File: src/verilog/cfs_pkg.sv
// Shared constants and carrier types for the core flag register block
package cfs_pkg;

  // ----------------------------------------------------------------
  // Bus register offsets (byte addresses)
  // ----------------------------------------------------------------
  localparam logic [7:0] OFF_FLAGS  = 8'h00; // Processor flag word
  localparam logic [7:0] OFF_STATUS = 8'h04; // Sticky event bits, W1C
  localparam logic [7:0] OFF_MASK   = 8'h08; // Event enable mask

  // ----------------------------------------------------------------
  // Flag word layout
  // ----------------------------------------------------------------
  localparam int FLAG_W     = 11; // Implemented flag bits
  localparam int POS_BANK   = 0;  // Register bank selector
  localparam int POS_OVF    = 1;  // Integer overflow
  localparam int POS_IEN    = 2;  // Maskable interrupt enable
  localparam int POS_STK    = 3;  // Stack pointer selector
  localparam int POS_FUF    = 4;  // Float underflow
  localparam int POS_FOF    = 5;  // Float overflow
  localparam int POS_PRI_LO = 8;  // Priority level, low bit
  localparam int PRI_W      = 3;  // Priority level width
  localparam logic [FLAG_W-1:0] FLAGS_RST = 11'h000; // Reset value

  // Level 7 shuts out every maskable request
  localparam logic [PRI_W-1:0] PRI_ALL_OFF = 3'h7;
  // Highest software number that forces the interrupt stack
  localparam logic [7:0] SWI_STK_MAX = 8'h7f;

  // ----------------------------------------------------------------
  // Event status layout
  // ----------------------------------------------------------------
  localparam int EV_W      = 5; // Event bits
  localparam int EV_OVF    = 0; // Integer overflow seen
  localparam int EV_FUF    = 1; // Float underflow seen
  localparam int EV_FOF    = 2; // Float overflow seen
  localparam int EV_ACCEPT = 3; // Interrupt accepted
  localparam int EV_SWI    = 4; // Software interrupt executed
  localparam logic [EV_W-1:0] EV_RST = 5'h00; // Reset value

  // ----------------------------------------------------------------
  // Bus responses
  // ----------------------------------------------------------------
  localparam logic [1:0] RESP_OKAY   = 2'h0; // Mapped access
  localparam logic [1:0] RESP_SLVERR = 2'h2; // Unmapped access

  // ----------------------------------------------------------------
  // Carrier types
  // ----------------------------------------------------------------
  typedef struct packed {
    logic       valid;    // Integer result retires this cycle
    logic       overflow; // Result overflowed
  } cfs_int_op_t;

  typedef struct packed {
    logic       valid;     // Float result retires this cycle
    logic       underflow; // Result underflowed
    logic       overflow;  // Result overflowed
    logic       subnormal; // Some operand was subnormal
  } cfs_fp_op_t;

  typedef struct packed {
    logic             valid;    // Request pending
    logic             maskable; // Obeys enable flag and level
    logic [PRI_W-1:0] level;    // Request level
  } cfs_irq_req_t;

  typedef struct packed {
    logic       valid;  // Software interrupt executes
    logic [7:0] number; // Software interrupt number
  } cfs_swi_t;

  typedef struct packed {
    logic              valid; // Instruction writes flag word
    logic [FLAG_W-1:0] data;  // New flag word
  } cfs_flag_wr_t;

endpackage

File: src/verilog/cfs_int_gate.sv
// Interrupt acceptance gate: enable flag and priority level check
`timescale 1ns/1ps
module cfs_int_gate
(
  input  wire cfs_pkg::cfs_irq_req_t    req,    // Incoming request
  input  wire logic                     ien,    // Enable flag
  input  wire logic [cfs_pkg::PRI_W-1:0] pri,   // Current level
  output logic                          accept  // Accept pulse
);

  // ----------------------------------------------------------------
  // Acceptance decision
  // ----------------------------------------------------------------
  // Level must be strictly higher; at level 7 nothing can exceed it,
  // so the explicit check only documents intent
  always_comb
  begin
    if (!req.valid)
      accept = 1'b0;
    else if (!req.maskable)
      accept = 1'b1;                         // Non-maskable passes
    else
      accept = ien
             && (req.level > pri)
             && (pri != cfs_pkg::PRI_ALL_OFF);
  end

endmodule

File: src/verilog/cfs_irq_ctrl.sv
// Sticky event status, mask and level interrupt output
`timescale 1ns/1ps
module cfs_irq_ctrl
(
  input  wire logic                     aclk,     // Core clock
  input  wire logic                     aresetn,  // Sync reset, low
  input  wire logic [cfs_pkg::EV_W-1:0] events,   // Event pulses
  input  wire logic                     clr_en,   // Status write
  input  wire logic [cfs_pkg::EV_W-1:0] clr_bits, // Ones to clear
  input  wire logic                     mask_en,  // Mask write
  input  wire logic [cfs_pkg::EV_W-1:0] mask_val, // New mask
  output logic      [cfs_pkg::EV_W-1:0] status,   // Sticky bits
  output logic      [cfs_pkg::EV_W-1:0] mask,     // Mask bits
  output logic                          irq       // Level interrupt
);

  typedef struct packed {
    logic [cfs_pkg::EV_W-1:0] status; // Sticky bits
    logic [cfs_pkg::EV_W-1:0] mask;   // Enables
    logic                     irq;    // Registered output
  } cfs_irq_state_t;

  cfs_irq_state_t st_reg;  // Current state
  cfs_irq_state_t st_next; // Next state

  // ----------------------------------------------------------------
  // Next state
  // ----------------------------------------------------------------
  // Set beats clear so an event in the clearing cycle survives
  always_comb
  begin
    st_next = st_reg;
    if (clr_en)
      st_next.status = st_reg.status & ~clr_bits;
    st_next.status = st_next.status | events;
    if (mask_en)
      st_next.mask = mask_val;
    st_next.irq = |(st_next.status & st_next.mask);
  end

  // ----------------------------------------------------------------
  // State register
  // ----------------------------------------------------------------
  always_ff @(posedge aclk)
  begin
    if (!aresetn)
      st_reg <= '{status: cfs_pkg::EV_RST, mask: cfs_pkg::EV_RST,
                  irq: 1'b0};
    else
      st_reg <= st_next;
  end

  assign status = st_reg.status;
  assign mask   = st_reg.mask;
  assign irq    = st_reg.irq;

endmodule

File: src/verilog/cfs_flags.sv
// Processor flag register with core update ports and bus slave
//
// Added by the designer: the placing of the registers and the AXI4-Lite interface to the registers.
`timescale 1ns/1ps

module cfs_flags
(
  input  wire logic                 aclk,          // Core clock
  input  wire logic                 aresetn,       // Sync reset, low
  // Core side
  input  wire cfs_pkg::cfs_flag_wr_t flag_wr,      // Instruction write
  input  wire cfs_pkg::cfs_int_op_t  int_op,       // Integer result
  input  wire cfs_pkg::cfs_fp_op_t   fp_op,        // Float result
  input  wire cfs_pkg::cfs_irq_req_t irq_req,      // Interrupt request
  input  wire cfs_pkg::cfs_swi_t     swi,          // Software interrupt
  output logic                      irq_accept,    // Accept pulse
  output logic [cfs_pkg::FLAG_W-1:0] flags,        // Flag word
  output logic                      bank_sel,      // Active bank
  output logic                      stack_sel,     // 1: user pointer
  output logic                      irq,           // Event interrupt
  // AXI4-Lite slave
  input  wire logic [7:0]           s_axi_awaddr,  // Write address
  input  wire logic                 s_axi_awvalid, // Write addr valid
  output logic                      s_axi_awready, // Write addr ready
  input  wire logic [31:0]          s_axi_wdata,   // Write data
  input  wire logic [3:0]           s_axi_wstrb,   // Byte enables
  input  wire logic                 s_axi_wvalid,  // Write data valid
  output logic                      s_axi_wready,  // Write data ready
  output logic [1:0]                s_axi_bresp,   // Write response
  output logic                      s_axi_bvalid,  // Response valid
  input  wire logic                 s_axi_bready,  // Response ready
  input  wire logic [7:0]           s_axi_araddr,  // Read address
  input  wire logic                 s_axi_arvalid, // Read addr valid
  output logic                      s_axi_arready, // Read addr ready
  output logic [31:0]               s_axi_rdata,   // Read data
  output logic [1:0]                s_axi_rresp,   // Read response
  output logic                      s_axi_rvalid,  // Read valid
  input  wire logic                 s_axi_rready   // Read ready
);

  // ----------------------------------------------------------------
  // State
  // ----------------------------------------------------------------
  typedef struct packed {
    logic [cfs_pkg::FLAG_W-1:0] flags;   // Flag word
    logic                       aw_seen; // Address captured
    logic [7:0]                 aw_addr; // Captured address
    logic                       w_seen;  // Data captured
    logic [31:0]                w_data;  // Captured data
    logic [3:0]                 w_strb;  // Captured strobes
    logic                       bvalid;  // Write response pending
    logic [1:0]                 bresp;   // Write response code
    logic                       rvalid;  // Read data pending
    logic [1:0]                 rresp;   // Read response code
    logic [31:0]                rdata;   // Read data
  } cfs_state_t;

  cfs_state_t st_reg;  // Current state
  cfs_state_t st_next; // Next state

  // Interrupt controller links
  logic [cfs_pkg::EV_W-1:0] ev_pulse;    // Event pulses
  logic [cfs_pkg::EV_W-1:0] ev_status;   // Sticky bits
  logic [cfs_pkg::EV_W-1:0] ev_mask;     // Mask bits
  logic                     stat_wr;     // Status W1C strobe
  logic                     mask_wr;     // Mask write strobe
  logic [cfs_pkg::EV_W-1:0] ev_wdata;    // Written event bits
  logic                     accept;      // Gate decision
  logic                     swi_low;     // Software number <= 127
  logic                     do_write;    // Bus write commits

  // ----------------------------------------------------------------
  // Helpers
  // ----------------------------------------------------------------
  // Byte-lane merge for narrow writes
  function automatic logic [31:0] merge_bytes(input logic [31:0] old_v,
                                              input logic [31:0] new_v,
                                              input logic [3:0]  strb);
    logic [31:0] res;
    res = old_v;
    for (int i = 0; i < 4; i++)
      if (strb[i])
        res[i*8 +: 8] = new_v[i*8 +: 8];
    return res;
  endfunction

  // Mapped offset check, used by the write response path
  function automatic logic is_mapped(input logic [7:0] addr);
    return (addr == cfs_pkg::OFF_FLAGS) ||
           (addr == cfs_pkg::OFF_STATUS) ||
           (addr == cfs_pkg::OFF_MASK);
  endfunction

  // ----------------------------------------------------------------
  // Interrupt acceptance
  // ----------------------------------------------------------------
  cfs_int_gate u_gate
  (
    .req    (irq_req),
    .ien    (st_reg.flags[cfs_pkg::POS_IEN]),
    .pri    (st_reg.flags[cfs_pkg::POS_PRI_LO +: cfs_pkg::PRI_W]),
    .accept (accept)
  );

  assign swi_low  = swi.valid && (swi.number <= cfs_pkg::SWI_STK_MAX);
  assign do_write = st_reg.aw_seen && st_reg.w_seen && !st_reg.bvalid;

  // ----------------------------------------------------------------
  // Event status block
  // ----------------------------------------------------------------
  always_comb
  begin
    ev_pulse = cfs_pkg::EV_RST;
    ev_pulse[cfs_pkg::EV_OVF]    = int_op.valid && int_op.overflow;
    ev_pulse[cfs_pkg::EV_FUF]    = fp_op.valid &&
                                   (fp_op.underflow || fp_op.subnormal);
    ev_pulse[cfs_pkg::EV_FOF]    = fp_op.valid &&
                                   (fp_op.overflow || fp_op.subnormal);
    ev_pulse[cfs_pkg::EV_ACCEPT] = accept;
    ev_pulse[cfs_pkg::EV_SWI]    = swi.valid;
  end

  assign stat_wr  = do_write && (st_reg.aw_addr == cfs_pkg::OFF_STATUS)
                    && st_reg.w_strb[0];
  assign mask_wr  = do_write && (st_reg.aw_addr == cfs_pkg::OFF_MASK)
                    && st_reg.w_strb[0];
  assign ev_wdata = st_reg.w_data[cfs_pkg::EV_W-1:0];

  cfs_irq_ctrl u_irq
  (
    .aclk     (aclk),
    .aresetn  (aresetn),
    .events   (ev_pulse),
    .clr_en   (stat_wr),
    .clr_bits (ev_wdata),
    .mask_en  (mask_wr),
    .mask_val (ev_wdata),
    .status   (ev_status),
    .mask     (ev_mask),
    .irq      (irq)
  );

  // ----------------------------------------------------------------
  // Next state
  // ----------------------------------------------------------------
  // Order of precedence on the flag word: bus write, then
  // instruction write, then hardware updates, which always win
  always_comb
  begin
    logic [31:0] merged; // Flag word after byte merge
    merged  = 32'h0000_0000;
    st_next = st_reg;

    // Write address channel
    if (s_axi_awvalid && s_axi_awready)
    begin
      st_next.aw_seen = 1'b1;
      st_next.aw_addr = s_axi_awaddr;
    end

    // Write data channel, may come before or after address
    if (s_axi_wvalid && s_axi_wready)
    begin
      st_next.w_seen = 1'b1;
      st_next.w_data = s_axi_wdata;
      st_next.w_strb = s_axi_wstrb;
    end

    // Commit once both halves are held
    if (do_write)
    begin
      st_next.aw_seen = 1'b0;
      st_next.w_seen  = 1'b0;
      st_next.bvalid  = 1'b1;
      st_next.bresp   = is_mapped(st_reg.aw_addr) ? cfs_pkg::RESP_OKAY
                                                  : cfs_pkg::RESP_SLVERR;
      if (st_reg.aw_addr == cfs_pkg::OFF_FLAGS)
      begin
        merged = merge_bytes({21'h000000, st_reg.flags},
                             st_reg.w_data, st_reg.w_strb);
        st_next.flags = merged[cfs_pkg::FLAG_W-1:0];
      end
    end

    // Write response retires
    if (st_reg.bvalid && s_axi_bready)
      st_next.bvalid = 1'b0;

    // Instruction write to the flag word
    if (flag_wr.valid)
      st_next.flags = flag_wr.data;

    // Integer result updates overflow both ways
    if (int_op.valid)
      st_next.flags[cfs_pkg::POS_OVF] = int_op.overflow;

    // Float result; subnormal input raises both flags
    if (fp_op.valid)
    begin
      st_next.flags[cfs_pkg::POS_FUF] = fp_op.underflow
                                        || fp_op.subnormal;
      st_next.flags[cfs_pkg::POS_FOF] = fp_op.overflow
                                        || fp_op.subnormal;
    end

    // Accepted interrupt shuts further maskable ones out
    if (accept)
      st_next.flags[cfs_pkg::POS_IEN] = 1'b0;

    // Hardware interrupt or low software number: interrupt stack
    if (accept || swi_low)
      st_next.flags[cfs_pkg::POS_STK] = 1'b0;

    // Read channel; one read at a time
    if (s_axi_arvalid && s_axi_arready)
    begin
      st_next.rvalid = 1'b1;
      st_next.rdata  = 32'h0000_0000;
      st_next.rresp  = cfs_pkg::RESP_OKAY;
      case (s_axi_araddr)
        cfs_pkg::OFF_FLAGS:
          st_next.rdata[cfs_pkg::FLAG_W-1:0] = st_reg.flags;
        cfs_pkg::OFF_STATUS:
          st_next.rdata[cfs_pkg::EV_W-1:0] = ev_status;
        cfs_pkg::OFF_MASK:
          st_next.rdata[cfs_pkg::EV_W-1:0] = ev_mask;
        default:
          st_next.rresp = cfs_pkg::RESP_SLVERR; // Unmapped, data zero
      endcase
    end
    else if (st_reg.rvalid && s_axi_rready)
      st_next.rvalid = 1'b0;
  end

  // ----------------------------------------------------------------
  // State register
  // ----------------------------------------------------------------
  always_ff @(posedge aclk)
  begin
    if (!aresetn)
    begin
      st_reg        <= '0;
      st_reg.flags  <= cfs_pkg::FLAGS_RST;
    end
    else
      st_reg <= st_next;
  end

  // ----------------------------------------------------------------
  // Outputs
  // ----------------------------------------------------------------
  // Ready only while nothing of the same kind is held, which keeps
  // a second write from overtaking an unanswered one
  assign s_axi_awready = !st_reg.aw_seen && !st_reg.bvalid;
  assign s_axi_wready  = !st_reg.w_seen && !st_reg.bvalid;
  assign s_axi_bvalid  = st_reg.bvalid;
  assign s_axi_bresp   = st_reg.bresp;
  assign s_axi_arready = !st_reg.rvalid;
  assign s_axi_rvalid  = st_reg.rvalid;
  assign s_axi_rdata   = st_reg.rdata;
  assign s_axi_rresp   = st_reg.rresp;

  assign irq_accept = accept;
  assign flags      = st_reg.flags;
  assign bank_sel   = st_reg.flags[cfs_pkg::POS_BANK];
  assign stack_sel  = st_reg.flags[cfs_pkg::POS_STK];

endmodule

File: config.mk
export PLATFORM = sky130hd
export DESIGN_NAME = cfs_flags
export DESIGN_NICKNAME = d
export VERILOG_FILES = /design/src/verilog/cfs_pkg.sv /design/src/verilog/cfs_int_gate.sv /design/src/verilog/cfs_irq_ctrl.sv /design/src/verilog/cfs_flags.sv
export SDC_FILE = /design/constraint.sdc
export NUM_CORES = 1
export LEC_CHECK = 0
export ABC_CLOCK_PERIOD_IN_PS = 2260
export BUFFER_PORTS_ARGS = -buffer_cell sky130_fd_sc_hd__buf_2
export CAP_MARGIN = 20
export CELL_PAD_IN_SITES_DETAIL_PLACEMENT = 0
export CELL_PAD_IN_SITES_GLOBAL_PLACEMENT = 1
export CORE_UTILIZATION = 32
export DETAILED_ROUTE_END_ITERATION = 6
export GPL_ROUTABILITY_DRIVEN = 0
export PLACE_DENSITY_LB_ADDON = 0.1
export REMOVE_ABC_BUFFERS = 1
export SYNTH_ARGS = -nofsm -noshare
export SYNTH_HDL_FRONTEND = slang
export SYNTH_SLANG_ARGS = --single-unit
export TNS_END_PERCENT = 50
File: constraint.sdc
create_clock -name aclk -period 2.26 [get_ports aclk]
set_input_delay 0.113 -clock aclk [delete_from_list [all_inputs] [get_ports aclk]]
set_output_delay 0.113 -clock aclk [all_outputs]
set_load 0.02 [all_outputs]
==> summary.txt <==
Worst setup path
  • Worst Path Arrival: 1960 ps
  • Slowest stage cell, crit path: sky130_fd_sc_hd__dfxtp_1
  • Launch instance of the worst register-to-register path: st_reg[75]
  • Critical Path Stages: 8
  • Category of cells accounting for the largest share of critical-path delay: buffers and inverters
  • Reg2Reg Setup Slack: about 290 ps
  • Ordered list of cells on the worst path: inv_1 -> ha_1 -> nand3_1 -> a31o_2 -> o211ai_1 -> buf_4 -> inv_1 -> buf_2
  • Number of buffers and inverters on the critical path: 4
  • End of the critical path: irq_accept
  • Nature of the critical path startpoint: register
  • Length in cells of the worst reg-to-reg path: 5
  • Startpoint-to-endpoint class of the critical path: reg -> out
  • Most common cell type on the critical path: sky130_fd_sc_hd__inv_1
  • Start point of the critical path: flags[10]
  • Critical path peak fanout: 5
  • Worst Path Required: 2150 ps
  • Worst setup EP type: output port
  • R2R Path End: u_irq.irq
  • Largest incremental delay on the critical path: roughly 430 ps

STA
  • Highest achievable clock rate: 482 MHz
  • Crit path time final: 2080 ps
  • Setup Viol. Count Final: 0
  • Setup clock skew after layout: 5.18 ps
  • Setup TNS: 0 ps
  • Count of pins over their slew limit: 0
  • Hold Violations, Final: 0
  • Unrepaired setup endpoints after global routing: no
  • Final period utilization: 91.8%

Placed design
  • Count of input and output buffers: between 90 and 100
  • Instance count after placement with tap cells included: 537
  • Dpl hpwl: 5580 um

Logic synthesis
  • FF+latch count, synth: 60
  • Combinational family with the most area after synthesis: simple AND/OR/NAND/NOR gates
  • Library cells used by synthesis: 46
  • Seq/Total Area, Yosys: 39.8%
  • Mean cell area of the mapped netlist: between 8 and 9 sq um
  • Number of enable-type register cells in the synthesized netlist: 0
  • Xor/xnor cell area share of the yosys netlist: 0%
  • Compound-gate portion of the synthesized area: 14.6%
  • Share of Yosys cell area claimed by the top area cell type: 39.8%
  • Fraction of synthesized area in multiplexers: 7.01%
  • Post-Syn Instances: 363
  • Most area-consuming cells after synthesis: sky130_fd_sc_hd__dfxtp_1 (40%), sky130_fd_sc_hd__buf_4 (12%), sky130_fd_sc_hd__nand2_1 (7.1%)
  • Area leader, netlist: sky130_fd_sc_hd__dfxtp_1
  • Adder-cell area share of the yosys netlist: under 10%
  • Share of synthesized flip-flops with an asynchronous set or reset: 0%
  • Post-Synth Simple-Gate Area: 22.0%
  • Syn. warnings: 0
  • Post-synthesis instance area: 3020 sq um
  • Main synth FF type: sky130_fd_sc_hd__dfxtp_1

Power
  • P per Cell Area: 681 nW/um^2
  • Worst ir drop on vdd: 0.270 mV
  • Total power: approximately 2.4 mW
  • Leakage power figure: 1.65 nW

CTS
  • CTS H-tree lvls: 3
  • Hold buffer count at cts: 1
  • Number of buffers inserted during clock tree synthesis: 9
  • Number of buffers on the longest clock path: 2
  • CTS tree: yes
  • Worst-skew pair later-pin latency: 330 ps
  • Clock root buffer: sky130_fd_sc_hd__clkbuf_8
  • Number of gates given a new drive strength after cts: 0
  • Clock Pin Slew Worst Setup and Hold Paths: approximately 70 ps
  • Number of post-CTS setup repair buffers: 0
  • Num Clock Sinks: 60

Detailed routing
  • Antenna viol nets, final: 0
  • Wire length reported by the detailed router: 7310 um
  • Wire length per cell after detailed routing: 13.3 um
  • Post-route DRC violation count: 0
  • Detailed-route via count: 2510
  • DR iter-0 viols: 55
  • Via count normalized by instance count: 4.55
  • TritonRoute pass-1 iters: 5

Flow run
  • Max-capacitance violation count: 0

Global route
  • Global-route usage over all layers: 15.4%
  • Grt total ovfl: 0
  • Largest net degree at the start of global routing: 28
  • Initial antenna violation count: 0
  • Via count of the first global-routing pass: 2303
  • Global-route wire length before repair: 11600 um

Layout
  • Commonest non-fill, non-tap cells in the layout: sky130_fd_sc_hd__buf_2 (93), sky130_fd_sc_hd__dfxtp_1 (60), sky130_fd_sc_hd__nand2_1 (57)
  • Most common library cell in the layout ignoring fill and taps: sky130_fd_sc_hd__buf_2
  • Area taken by multi-input logic gates: ~1400 sq um
  • Filler Cell Count: ~1.0k
  • Total area of sequential cells: 1200 sq um
  • Area growth, synth to finish: 17.5%
  • Max FFs per register: 18
  • Number of nets in the layout: 532
  • Post-Layout Cell Count: 552
  • Share of final-layout standard cells stronger than drive strength 1: 28.1%
  • Antenna Diode Count: 0

Floorplanning
  • Total die area: around 9800 sq um
  • Initial core utilization: 32.8%
  • Num ports: around 150
  • Height of the chip: 99.1 um
  • Cell Rows: 35
  • Placeable core area: 9200 sq um
  • Die span in x: 99.1 um

Hold path
  • Path class of the lowest-slack min-delay path: in -> reg

Status
  • Result of the run: completed
## power breakdown
part | switching (mW) | leakage, nW | internal [mW] | total, mW
clock | 0.401 | 0.0941 | 0.472 | 0.873
sequential | 0.0491 | 0.492 | 1.11 | 1.16
combinational | 0.234 | 1.06 | 0.144 | 0.378
## cells in the mapped netlist, drive strengths merged, types with 2 or more instances
master and count:
a21boi 2, a22o 2, a211oi 3, nor2b 9
o21ai 16, nand4 6, and2 9, a22oi 11
clkbuf 11, a21oi 30, o22ai 3, ha 3
and3b 3, nand2b 5, nand3 3, or4 2
mux2i 20, nor2 30, inv 13, nand2 57
dfxtp 60, nor3 2, buf 49
## logic make-up (layout without fill, tap and decap cells)
group | Yosys count | in the layout
simple gates | 131 | 131
buf+inv | 74 | 130
compound gates | 73 | 73
flops | 60 | 60
mux | 21 | 21
fa+ha+maj | 3 | 3
other cells | 1 | 23
## how the worst min path moves through the flow
stage                    start          end  slack [ps]  depth (start not counted)
6_report       s_axi_awaddr[0]   st_reg[75]          20                          3
4_1_cts        s_axi_awaddr[4]   st_reg[79]           2                          3
3_5_place_dp   s_axi_awaddr[7]   st_reg[82]         360                          3
2_1_floorplan          aresetn     flags[0]         230                          1
3_3_place_gp   s_axi_awaddr[4]   st_reg[79]         350                          3
5_1_grt         s_axi_wdata[1]  ev_wdata[1]          10                          3
## metal layers
metal,GRT usage [%],share of wire [%],vias to the layer above
li1,-,-,1308
met3,2.98,4.7,8
met4,6.45,1.1,0
met5,0,0,-
met2,24.1,44,76
met1,20.9,50,1118
## tightest hold or removal path, delay by kind of cell
family,cells,cell delay (ps)
AO/OA/AOI/OAI,1,50
buffers and inverters,1,100
AND/OR/NAND/NOR,1,50
## final cells by class
cell class | instances | area share (%)
sequential | 60 | 33.9
tap | 111 | 3.92
inverter | 14 | 1.48
clock inverter | 2 | 0.282
clock buffer | 12 | 4.66
timing repair buffer | 102 | 15.1
multi-input combinational | 251 | 40.6
## metrics by stage
step	area (sq um)	setup slack (ps)	utilization, %	hold WS (ps)
2_1_floorplan	2690	284	-	235
3_3_place_gp	3360	280	36.5	354
3_5_place_dp	3360	284	36.5	360
4_1_cts	3540	168	38.5	1.58
5_1_grt	3540	74.2	38.5	12.2
6_report	3540	185	38.5	17.5
No activity file was read; power rests on OpenSTA's default activity.
